`src/rtl/tec_pkg.sv`:
```
package tec_pkg;
  // Byte addresses of the registers
  localparam logic [11:0] TEC_OFF_CONTROL = 12'h088;
  localparam logic [11:0] TEC_OFF_MODE    = 12'h08c;
  localparam logic [11:0] TEC_OFF_COUNT0  = 12'h090;
  localparam logic [11:0] TEC_OFF_COUNT1  = 12'h094;
  localparam logic [11:0] TEC_OFF_STATUS  = 12'h098;
  localparam logic [11:0] TEC_OFF_MASK    = 12'h09c;

  // Control register bit positions
  localparam int TEC_BIT_T1_FLAG  = 7;
  localparam int TEC_BIT_T1_RUN   = 6;
  localparam int TEC_BIT_T0_FLAG  = 5;
  localparam int TEC_BIT_T0_RUN   = 4;
  localparam int TEC_BIT_X1_FLAG  = 3;
  localparam int TEC_BIT_X1_EDGE  = 2;
  localparam int TEC_BIT_X0_FLAG  = 1;
  localparam int TEC_BIT_X0_EDGE  = 0;

  // Mode register field positions
  localparam int TEC_MODE0_LSB = 0;
  localparam int TEC_MODE1_LSB = 4;

  // Event bits of status and mask
  localparam int TEC_EV_T0  = 0;
  localparam int TEC_EV_T1  = 1;
  localparam int TEC_EV_X0  = 2;
  localparam int TEC_EV_X1  = 3;
  localparam int TEC_EV_NUM = 4;

  // Reset values
  localparam logic [7:0]  TEC_CONTROL_RST = 8'h00;
  localparam logic [15:0] TEC_COUNT_RST   = 16'h0000;
  localparam logic [3:0]  TEC_MASK_RST    = 4'h0;

  // Source codes on the vector acknowledge
  localparam logic [1:0] TEC_VEC_X0 = 2'h0;
  localparam logic [1:0] TEC_VEC_T0 = 2'h1;
  localparam logic [1:0] TEC_VEC_X1 = 2'h2;
  localparam logic [1:0] TEC_VEC_T1 = 2'h3;

  // Timer operating modes, in mode-select order
  typedef enum logic [1:0] {
    tec_mode_prescale,
    tec_mode_wide,
    tec_mode_reload,
    tec_mode_split
  } tec_mode_t;
endpackage

```
`src/rtl/tec_sync2.sv`:
```
module tec_sync2 #(
  parameter int W = 2
) (
  input  wire logic         i_clock,
  input  wire logic         i_rst_b,
  input  wire logic [W-1:0] i_async,
  output logic      [W-1:0] o_sync
);
  // First stage, read only by the second
  logic [W-1:0] stage1;

  // Two-flop synchroniser
  always_ff @(posedge i_clock or negedge i_rst_b) begin
    if (!i_rst_b) begin
      stage1 <= '1;
      o_sync <= '1;
    end else begin
      stage1 <= i_async;
      o_sync <= stage1;
    end
  end
endmodule // tec_sync2

```
`src/rtl/tec_timer.sv`:
```
module tec_timer #(
  parameter bit SPLIT_OK = 1'b1
) (
  input  wire logic              i_clock,
  input  wire logic              i_rst_b,
  input  wire logic              i_run,
  input  wire logic              i_run_high,
  input  wire tec_pkg::tec_mode_t i_mode,
  input  wire logic              i_load,
  input  wire logic [15:0]       i_load_data,
  output logic      [15:0]       o_count,
  output logic                   o_ovf,
  output logic                   o_ovf_high
);
  // Low and high count bytes
  logic [7:0] low;
  logic [7:0] high;
  logic [7:0] next_low;
  logic [7:0] next_high;

  assign o_count = {high, low};

  // Next count per mode
  always_comb begin
    next_low   = low;
    next_high  = high;
    o_ovf      = 1'b0;
    o_ovf_high = 1'b0;
    unique case (i_mode)
      // Low five bits act as prescaler for the high byte
      tec_pkg::tec_mode_prescale: if (i_run) begin
        {next_high, next_low[4:0]} = {high, low[4:0]} + 13'h1;
        o_ovf = &{high, low[4:0]};
      end
      tec_pkg::tec_mode_wide: if (i_run) begin
        {next_high, next_low} = {high, low} + 16'h1;
        o_ovf = &{high, low};
      end
      // High byte holds the start value
      tec_pkg::tec_mode_reload: if (i_run) begin
        next_low = (&low) ? high : low + 8'h1;
        o_ovf    = &low;
      end
      // Two bytes run apart; a timer without split holds
      tec_pkg::tec_mode_split: if (SPLIT_OK) begin
        if (i_run) begin
          next_low = low + 8'h1;
          o_ovf    = &low;
        end
        if (i_run_high) begin
          next_high  = high + 8'h1;
          o_ovf_high = &high;
        end
      end
    endcase
  end

  // Count registers; software load wins over counting
  always_ff @(posedge i_clock or negedge i_rst_b) begin
    if (!i_rst_b) begin
      {high, low} <= tec_pkg::TEC_COUNT_RST;
    end else if (i_load) begin
      {high, low} <= i_load_data;
    end else begin
      low  <= next_low;
      high <= next_high;
    end
  end
endmodule // tec_timer

```
`src/rtl/tec_timer_extint_control.sv`:
```
// Operation
// - Mode 0 prescaled eight-bit, mode 1 sixteen-bit
// - Mode 2 eight-bit with automatic reload
// - Mode 3 splits timer zero in two
// - Timer one overflow sets flag unless timer zero split, vector clears
// - Timer one counts while run set or while timer zero split, but holds in its own mode 3
// - Timer zero overflow sets flag, vector clears
// - Timer zero counts only while run set; split high byte on timer one's run
// - Pin one condition sets its detect flag
// - Pin one select: edge or low level
// - Pin zero condition sets its detect flag
// - Pin zero select: edge or low level
//
// Design decision made here: register access over APB.
module tec_timer_extint_control (
  input  wire logic        i_clock,
  input  wire logic        i_rst_b,
  input  wire logic        i_psel,
  input  wire logic        i_penable,
  input  wire logic        i_pwrite,
  input  wire logic [11:0] i_paddr,
  input  wire logic [31:0] i_pwdata,
  output logic      [31:0] o_prdata,
  output logic             o_pready,
  output logic             o_pslverr,
  input  wire logic        i_ext_irq_pin_zero,
  input  wire logic        i_ext_irq_pin_one,
  input  wire logic        i_vec_ack,
  input  wire logic [1:0]  i_vec_src,
  output logic             o_timer_zero_overflow_flag,
  output logic             o_timer_one_overflow_flag,
  output logic             o_ext_irq_zero_detected,
  output logic             o_ext_irq_one_detected,
  output logic             o_irq
);
  // Register state
  logic [7:0]         control;      // Flags, run bits, selects
  logic [7:0]         next_control;
  tec_pkg::tec_mode_t t0_mode;      // Timer zero mode
  tec_pkg::tec_mode_t t1_mode;      // Timer one mode
  logic [3:0]         status;       // Sticky events
  logic [3:0]         next_status;
  logic [3:0]         mask;         // Interrupt enables
  logic [3:0]         next_mask;
  logic [31:0]        rdata;        // Read mux
  logic               mapped;       // Address decodes

  // Bus phases
  logic setup;
  logic done;
  logic wr;
  logic rd;

  // Timer datapath
  logic [15:0] t0_count;
  logic [15:0] t1_count;
  logic        t0_ovf;
  logic        t0_ovf_high;
  logic        t1_ovf;
  logic        t0_split;
  logic        t0_load;
  logic        t1_load;
  logic        ovf0_set;
  logic        ovf1_set;

  // Pins and detection
  logic [1:0] pin_s;     // Synchronised pins
  logic [1:0] pin_prev;  // One cycle older
  logic [1:0] ext_set;   // Detect condition seen
  logic [3:0] events;

  // Vector acknowledge decode
  logic ack_t0;
  logic ack_t1;
  logic ack_x0;
  logic ack_x1;

  // Address compare, used by reads and writes
  function automatic logic hit(input logic [11:0] a,
                               input logic [11:0] off);
    hit = (a == off);
  endfunction

  // Falling edge when selected, else low level
  function automatic logic ext_detect(input logic edge_sel,
                                      input logic prev,
                                      input logic cur);
    ext_detect = edge_sel ? (prev & !cur) : !cur;
  endfunction

  // APB phases; every access gets one wait-free access cycle
  assign setup = i_psel & !i_penable;
  assign done  = i_psel & i_penable & o_pready;
  assign wr    = done & i_pwrite;
  assign rd    = done & !i_pwrite;

  // Pins arrive from outside the clock domain
  tec_sync2 #(
    .W (2)
  ) u_sync (
    .i_clock (i_clock),
    .i_rst_b (i_rst_b),
    .i_async ({i_ext_irq_pin_one, i_ext_irq_pin_zero}),
    .o_sync  (pin_s)
  );

  // Previous synchronised level for edge finding
  always_ff @(posedge i_clock or negedge i_rst_b) begin
    if (!i_rst_b) begin
      pin_prev <= 2'h3;
    end else begin
      pin_prev <= pin_s;
    end
  end

  // One detector per pin, select bit next below its flag
  for (genvar i = 0; i < 2; i++) begin : g_ext
    assign ext_set[i] = ext_detect(control[2*i],
                                   pin_prev[i], pin_s[i]);
  end

  // Acknowledge names one source for one cycle
  assign ack_t0 = i_vec_ack & (i_vec_src == tec_pkg::TEC_VEC_T0);
  assign ack_t1 = i_vec_ack & (i_vec_src == tec_pkg::TEC_VEC_T1);
  assign ack_x0 = i_vec_ack & (i_vec_src == tec_pkg::TEC_VEC_X0);
  assign ack_x1 = i_vec_ack & (i_vec_src == tec_pkg::TEC_VEC_X1);

  // Timers and their loads
  assign t0_split = (t0_mode == tec_pkg::tec_mode_split);
  assign t0_load  = wr & hit(i_paddr, tec_pkg::TEC_OFF_COUNT0);
  assign t1_load  = wr & hit(i_paddr, tec_pkg::TEC_OFF_COUNT1);

  tec_timer #(
    .SPLIT_OK (1'b1)
  ) u_timer0 (
    .i_clock     (i_clock),
    .i_rst_b     (i_rst_b),
    .i_run       (control[tec_pkg::TEC_BIT_T0_RUN]),
    .i_run_high  (control[tec_pkg::TEC_BIT_T1_RUN]),
    .i_mode      (t0_mode),
    .i_load      (t0_load),
    .i_load_data (i_pwdata[15:0]),
    .o_count     (t0_count),
    .o_ovf       (t0_ovf),
    .o_ovf_high  (t0_ovf_high)
  );

  // While timer zero is split, timer one free-runs flagless outside its own mode 3, where it holds
  tec_timer #(
    .SPLIT_OK (1'b0)
  ) u_timer1 (
    .i_clock     (i_clock),
    .i_rst_b     (i_rst_b),
    .i_run       (control[tec_pkg::TEC_BIT_T1_RUN] | t0_split),
    .i_run_high  (1'b0),
    .i_mode      (t1_mode),
    .i_load      (t1_load),
    .i_load_data (i_pwdata[15:0]),
    .o_count     (t1_count),
    .o_ovf       (t1_ovf),
    .o_ovf_high  ()
  );

  // Flag sources; split mode hands timer one's flag to the high byte
  assign ovf0_set = t0_ovf;
  assign ovf1_set = t0_split ? t0_ovf_high : t1_ovf;

  // Control next value: write, then acknowledges, then sets win
  always_comb begin
    next_control = control;
    if (wr && hit(i_paddr, tec_pkg::TEC_OFF_CONTROL)) begin
      next_control = i_pwdata[7:0];
    end
    if (ack_t1) begin
      next_control[tec_pkg::TEC_BIT_T1_FLAG] = 1'b0;
    end
    if (ack_t0) begin
      next_control[tec_pkg::TEC_BIT_T0_FLAG] = 1'b0;
    end
    // Edge flags also clear on entry; a low level re-sets at once
    if (ack_x1) begin
      next_control[tec_pkg::TEC_BIT_X1_FLAG] = 1'b0;
    end
    if (ack_x0) begin
      next_control[tec_pkg::TEC_BIT_X0_FLAG] = 1'b0;
    end
    if (ovf1_set) begin
      next_control[tec_pkg::TEC_BIT_T1_FLAG] = 1'b1;
    end
    if (ovf0_set) begin
      next_control[tec_pkg::TEC_BIT_T0_FLAG] = 1'b1;
    end
    if (ext_set[1]) begin
      next_control[tec_pkg::TEC_BIT_X1_FLAG] = 1'b1;
    end
    if (ext_set[0]) begin
      next_control[tec_pkg::TEC_BIT_X0_FLAG] = 1'b1;
    end
  end

  // Control register
  always_ff @(posedge i_clock or negedge i_rst_b) begin
    if (!i_rst_b) begin
      control <= tec_pkg::TEC_CONTROL_RST;
    end else begin
      control <= next_control;
    end
  end

  // Mode register, one field per timer
  always_ff @(posedge i_clock or negedge i_rst_b) begin
    if (!i_rst_b) begin
      t0_mode <= tec_pkg::tec_mode_prescale;
      t1_mode <= tec_pkg::tec_mode_prescale;
    end else if (wr && hit(i_paddr, tec_pkg::TEC_OFF_MODE)) begin
      t0_mode <= tec_pkg::tec_mode_t'(
                   i_pwdata[tec_pkg::TEC_MODE0_LSB +: 2]);
      t1_mode <= tec_pkg::tec_mode_t'(
                   i_pwdata[tec_pkg::TEC_MODE1_LSB +: 2]);
    end
  end

  // Event vector in status layout
  assign events[tec_pkg::TEC_EV_T0] = ovf0_set;
  assign events[tec_pkg::TEC_EV_T1] = ovf1_set;
  assign events[tec_pkg::TEC_EV_X0] = ext_set[0];
  assign events[tec_pkg::TEC_EV_X1] = ext_set[1];

  // Read clears only the bits that read returned, so a new event
  // between setup and access is kept
  always_comb begin
    next_status = status;
    if (rd && hit(i_paddr, tec_pkg::TEC_OFF_STATUS)) begin
      next_status = status & ~o_prdata[3:0];
    end
    next_status = next_status | events;
    next_mask = mask;
    if (wr && hit(i_paddr, tec_pkg::TEC_OFF_MASK)) begin
      next_mask = i_pwdata[3:0];
    end
  end

  // Status, mask and the registered interrupt level
  always_ff @(posedge i_clock or negedge i_rst_b) begin
    if (!i_rst_b) begin
      status <= 4'h0;
      mask   <= tec_pkg::TEC_MASK_RST;
      o_irq  <= 1'b0;
    end else begin
      status <= next_status;
      mask   <= next_mask;
      o_irq  <= |(next_status & next_mask);
    end
  end

  // Read mux; reserved bits read zero
  always_comb begin
    rdata  = 32'h0000_0000;
    mapped = 1'b1;
    if (hit(i_paddr, tec_pkg::TEC_OFF_CONTROL)) begin
      rdata[7:0] = control;
    end else if (hit(i_paddr, tec_pkg::TEC_OFF_MODE)) begin
      rdata[tec_pkg::TEC_MODE0_LSB +: 2] = t0_mode;
      rdata[tec_pkg::TEC_MODE1_LSB +: 2] = t1_mode;
    end else if (hit(i_paddr, tec_pkg::TEC_OFF_COUNT0)) begin
      rdata[15:0] = t0_count;
    end else if (hit(i_paddr, tec_pkg::TEC_OFF_COUNT1)) begin
      rdata[15:0] = t1_count;
    end else if (hit(i_paddr, tec_pkg::TEC_OFF_STATUS)) begin
      rdata[3:0] = status;
    end else if (hit(i_paddr, tec_pkg::TEC_OFF_MASK)) begin
      rdata[3:0] = mask;
    end else begin
      mapped = 1'b0;
    end
  end

  // Answer built in setup, ready in the first access cycle
  always_ff @(posedge i_clock or negedge i_rst_b) begin
    if (!i_rst_b) begin
      o_prdata  <= 32'h0000_0000;
      o_pready  <= 1'b0;
      o_pslverr <= 1'b0;
    end else begin
      o_pready  <= setup;
      o_pslverr <= setup & !mapped;
      if (setup) begin
        o_prdata <= i_pwrite ? 32'h0000_0000 : rdata;
      end
    end
  end

  // Flags to the vectoring logic
  assign o_timer_zero_overflow_flag =
    control[tec_pkg::TEC_BIT_T0_FLAG];
  assign o_timer_one_overflow_flag =
    control[tec_pkg::TEC_BIT_T1_FLAG];
  assign o_ext_irq_zero_detected = control[tec_pkg::TEC_BIT_X0_FLAG];
  assign o_ext_irq_one_detected  = control[tec_pkg::TEC_BIT_X1_FLAG];
endmodule // tec_timer_extint_control

```
`config.mk`:
```
export PLATFORM = sky130hd
export DESIGN_NAME = tec_timer_extint_control
export DESIGN_NICKNAME = d
export VERILOG_FILES = /design/src/rtl/tec_pkg.sv /design/src/rtl/tec_sync2.sv /design/src/rtl/tec_timer.sv /design/src/rtl/tec_timer_extint_control.sv
export SDC_FILE = /design/constraint.sdc
export NUM_CORES = 1
export LEC_CHECK = 0
export BUFFER_PORTS_ARGS = -buffer_cell sky130_fd_sc_hd__buf_2
export CELL_PAD_IN_SITES_DETAIL_PLACEMENT = 0
export CELL_PAD_IN_SITES_GLOBAL_PLACEMENT = 2
export CORE_UTILIZATION = 30
export DETAILED_ROUTE_END_ITERATION = 16
export PLACE_DENSITY_LB_ADDON = 0.1
export SKIP_CTS_REPAIR_TIMING = 1
export SLEW_MARGIN = 20
export SYNTH_ARGS = -nofsm -noshare
export SYNTH_HDL_FRONTEND = slang
export SYNTH_SLANG_ARGS = --single-unit
```
`constraint.sdc`:
```
create_clock -name i_clock -period 2 [get_ports i_clock]
set_input_delay 0.5 -clock i_clock [delete_from_list [all_inputs] [get_ports i_clock]]
set_output_delay 0.5 -clock i_clock [all_outputs]
set_load 0.01 [all_outputs]
```
==> metrics.md <==
| Metric | Value |
|---|---|
| Overall global routing resource usage | 21.0% |
| Buffer cell driving the clock tree root | sky130_fd_sc_hd__clkbuf_16 |
| Achievable clock frequency | 468 MHz |
| Antenna cell count | 0 |
| Number of clock sinks | 77 |
| Net count, final | 773 |
| Final Max Tran Viols | 0 |
| Synthesized netlist cell count | 537 |
| IR Drop Worst-Case VDD | 0.382 mV |
| Ratio of total power to cell area | 563 nW/um2 |
| Hold/Removal Path Class | primary input to async pin |
| Fraction of synthesis flops using an asynchronous set or reset pin | 100% |
| Synth top area cells | sky130_fd_sc_hd__dfrtp_1 (37%), sky130_fd_sc_hd__nand2_1 (5.0%), sky130_fd_sc_hd__mux2i_1 (4.2%) |
| Critical path data required time | 2.23 ns |
| Number of distinct standard cells referenced by the synthesized netlist | 74 |
| Total congestion overflow after global routing | 0 |
| TritonCTS clock tree | done |
| Synth top area share | 37.0% |
| Total number of vias | 4735 |
| Most repeated cell in the gate-level netlist after synthesis | sky130_fd_sc_hd__dfrtp_1 |
| DRC viols | 0 |
| Number of warnings printed during yosys synthesis | 0 |
| Floorplan Core Area | 15400 um2 |
| Fill count | 1600 |
| Storage cell area | 1940 um2 |
| Number of storage elements in the synthesis netlist | 77 |
| Unrepaired setup endpoints after global routing | yes |
| Area of the mapped netlist | 4810 um2 |
| Number of global-route vias before repair | 4525 |
| Result of the run | finished with violations |
| Area growth from synthesis to layout | 41.9% |
| Static leakage | 3.07 nW |
| Worst Path Arrival | 2.37 ns |
| Setup CP Type | primary input to flop |
| Max capacitance violation total | 0 |
| Area of all placed cells without fillers | 6820 um2 |
| Initial DRT Pass Iterations | 5 |
| Hold violation total from the final report | 0 |
| Highest net fanout along the worst path | 4 |
| Y dimension of the die | 129 um |
| Cell chain of the critical path | buf_6 > or4_4 > or4_4 > nor2_8 > mux2_4 > a22oi_2 > o211ai_2 |
| Worst R2R Setup Slack | -0.05 ns |
| Min setup slack post-route | -0.136 ns |
| Initial antenna violation count | 0 |
| EDFF count, synth | 0 |
| Number of primary I/O pins | 93 |
| Top cell type by total area after synthesis | sky130_fd_sc_hd__dfrtp_1 |
| Post-synth top flop | sky130_fd_sc_hd__dfrtp_1 |
| CP dominant cell by count | sky130_fd_sc_hd__or4_4 |
| Count of antenna-violating nets left after detailed routing | 0 |
| Count of H-tree levels built during CTS | 3 |
| Total setup violations reported at the end of the flow | 1 |
| Commonest cells in the synthesized netlist | sky130_fd_sc_hd__dfrtp_1 (71), sky130_fd_sc_hd__nand2_1 (64), sky130_fd_sc_hd__nor2_1 (38) |
| Violated checks | setup timing |
| Sequential-to-total area share from yosys stat | 40.2% |
| Total power | 3.84 mW |
| Clock-pin slew reported for the worst setup and hold paths after clock tree synthesis | 0.07 ns |
| Total routed wirelength | 16.9 mm |
| Area enclosed by the die boundary | 16500 um2 |
| Library cell contributing the largest single delay on the critical path | sky130_fd_sc_hd__or4_4 |
| Reg-to-reg critical path startpoint | u_timer0.low[0]$_DFFE_PN0P_ |
| Kind of start point of the critical path | primary input |
| Largest buffer count on any clock path | 2 |
| Count of buffers from port buffering | 60 |
| CTS buffer count | 9 |
| Number of DRC markers in iteration 0 | 306 |
| Number of placement rows | 45 |
| Routed wirelength normalized by instance count | 18.3 um |
| Multi-input combinational cell area | 2970 um2 |
| Count of cells along the worst register-to-register path | 10 |
| Min Clock Period, post-route | 2.14 ns |
| Largest stage delay on the critical path | 0.53 ns |
| Detailed-route vias per instance | 5.14 |
| Syn_area_per_cell | 8.95 um2 |
| Starting Density | 31.2% |
| Largest net degree at the start of global routing | 36 |
| Fraction of final layout cells with drive strength greater than 1 | 38.8% |
| DPL Wire Length | 13.1 mm |
| Endpoint of the worst-slack reg-to-reg timing path | o_irq$_DFF_PN0_ |
| CP endpoint kind | flop |
| Period Utilization, post-route | 107% |
| Placer's final routability congestion estimate | 0.875 |
| Insertion delay of the later-clocked pin in the worst-skew pair | 0.35 ns |
| Post-route non-filler standard cell count | 922 |
| Die extent in x | 129 um |
| Placed cells | 890 |
| Final clock skew | 0.0104 ns |
| Global-route wire length before repair | 25.6 mm |
| Instance area after placement | 6050 um2 |
## worst max-delay path, delay by kind of cell
family | cells | cell delay [ns]
and+or+nand+nor | 3 | 1.17
muxes | 1 | 0.33
AOI/OAI and AO/OA | 2 | 0.28
buffers and inverters | 1 | 0.09
## power breakdown
part / internal, mW / switching (mW)
Clock: 1.00 / 0.760
Combinational: 0.185 / 0.277
Sequential: 1.59 / 0.0247
## kinds of logic (layout without fill, tap and decap cells)
family / Yosys count / after routing / share of synthesized area [%]
AO/OA/AOI/OAI: 160 / 160 / 21.6
buffers and inverters: 54 / 213 / 5.57
other: 1 / 16 / 0.0780
multiplexers: 30 / 30 / 6.74
AND/OR/NAND/NOR: 191 / 191 / 20.4
adder cells (fa/ha/maj): 13 / 13 / 3.38
flip-flops: 77 / 77 / 40.2
XOR/XNOR: 11 / 11 / 2.00
## cell type report
| cell class | instances | area share, % |
|---|---|---|
| Sequential cell | 77 | 28.4 |
| Inverter | 17 | 0.936 |
| Tap cell | 211 | 3.87 |
| Timing Repair Buffer | 180 | 18.7 |
| Clock inverter | 7 | 1.28 |
| Multi-Input combinational cell | 421 | 43.5 |
| Clock buffer | 9 | 3.30 |
## sequential cells by signal, indices dropped and copies added, names as in the netlist, 4 cells and up
register / flops
status: 4
o_prdata: 16
control: 8
u_timer0.high: 8
u_timer1.low: 8
mask: 4
u_timer0.low: 8
u_timer1.high: 8
## metal layers
layer	wire length (um)	vias to the layer above	global-route usage, %	part of all wire, %
met3	625	16	3.58	3.7
met4	263	0	5.95	1.6
met2	7670	97	32.0	45
met5	0	-	0	0
met1	8340	2336	30.4	49
li1	-	2286	-	-
## cell usage in the layout (no fill, tap or decap), types with 8 or more instances in the layout
cell type                     n
sky130_fd_sc_hd__mux2i_1     18
sky130_fd_sc_hd__a31oi_1      8
sky130_fd_sc_hd__nand2_1     62
sky130_fd_sc_hd__buf_6        9
sky130_fd_sc_hd__nor3_1      11
sky130_fd_sc_hd__dfrtp_1     68
sky130_fd_sc_hd__clkbuf_16    9
sky130_fd_sc_hd__buf_2       59
sky130_fd_sc_hd__conb_1      16
sky130_fd_sc_hd__inv_1       13
sky130_fd_sc_hd__a21oi_1     20
sky130_fd_sc_hd__nor2_1      34
sky130_fd_sc_hd__o21ai_1     35
sky130_fd_sc_hd__buf_4      109
sky130_fd_sc_hd__o21ai_0     17
sky130_fd_sc_hd__nand4_1     11
sky130_fd_sc_hd__xor2_1       9
sky130_fd_sc_hd__nand3_1     15
## per-stage QoR
step / util (%) / hold WS [ns] / setup TNS (ns) / setup WS (ns)
floorplan: - / 0.204 / -3.49 / -0.431
global placement: 39.2 / 0.348 / -18.92 / -0.522
detailed placement: 39.2 / 0.351 / -19.57 / -0.554
CTS: 41.2 / 0.0757 / -1.58 / -0.197
global route: 44.2 / 0.0947 / -0.320 / -0.164
finish: 44.2 / 0.0774 / -0.136 / -0.136
## how the worst max path moves through the flow
stage / startpoint / to / slack [ns] / cells past startpoint
final: i_paddr[9] / o_irq$_DFF_PN0_ / -0.14 / 7
after global routing: i_paddr[9] / o_irq$_DFF_PN0_ / -0.16 / 7
after CTS: t0_mode[1]$_DFFE_PN0P_ / u_timer0.high[5]$_DFFE_PN0P_ / -0.20 / 10
after detailed placement: i_paddr[9] / o_irq$_DFF_PN0_ / -0.55 / 7
after global placement: i_paddr[9] / o_irq$_DFF_PN0_ / -0.52 / 7
after floorplan: i_paddr[9] / o_irq$_DFF_PN0_ / -0.43 / 6
Note: power is estimated with default switching activity, not from simulation.
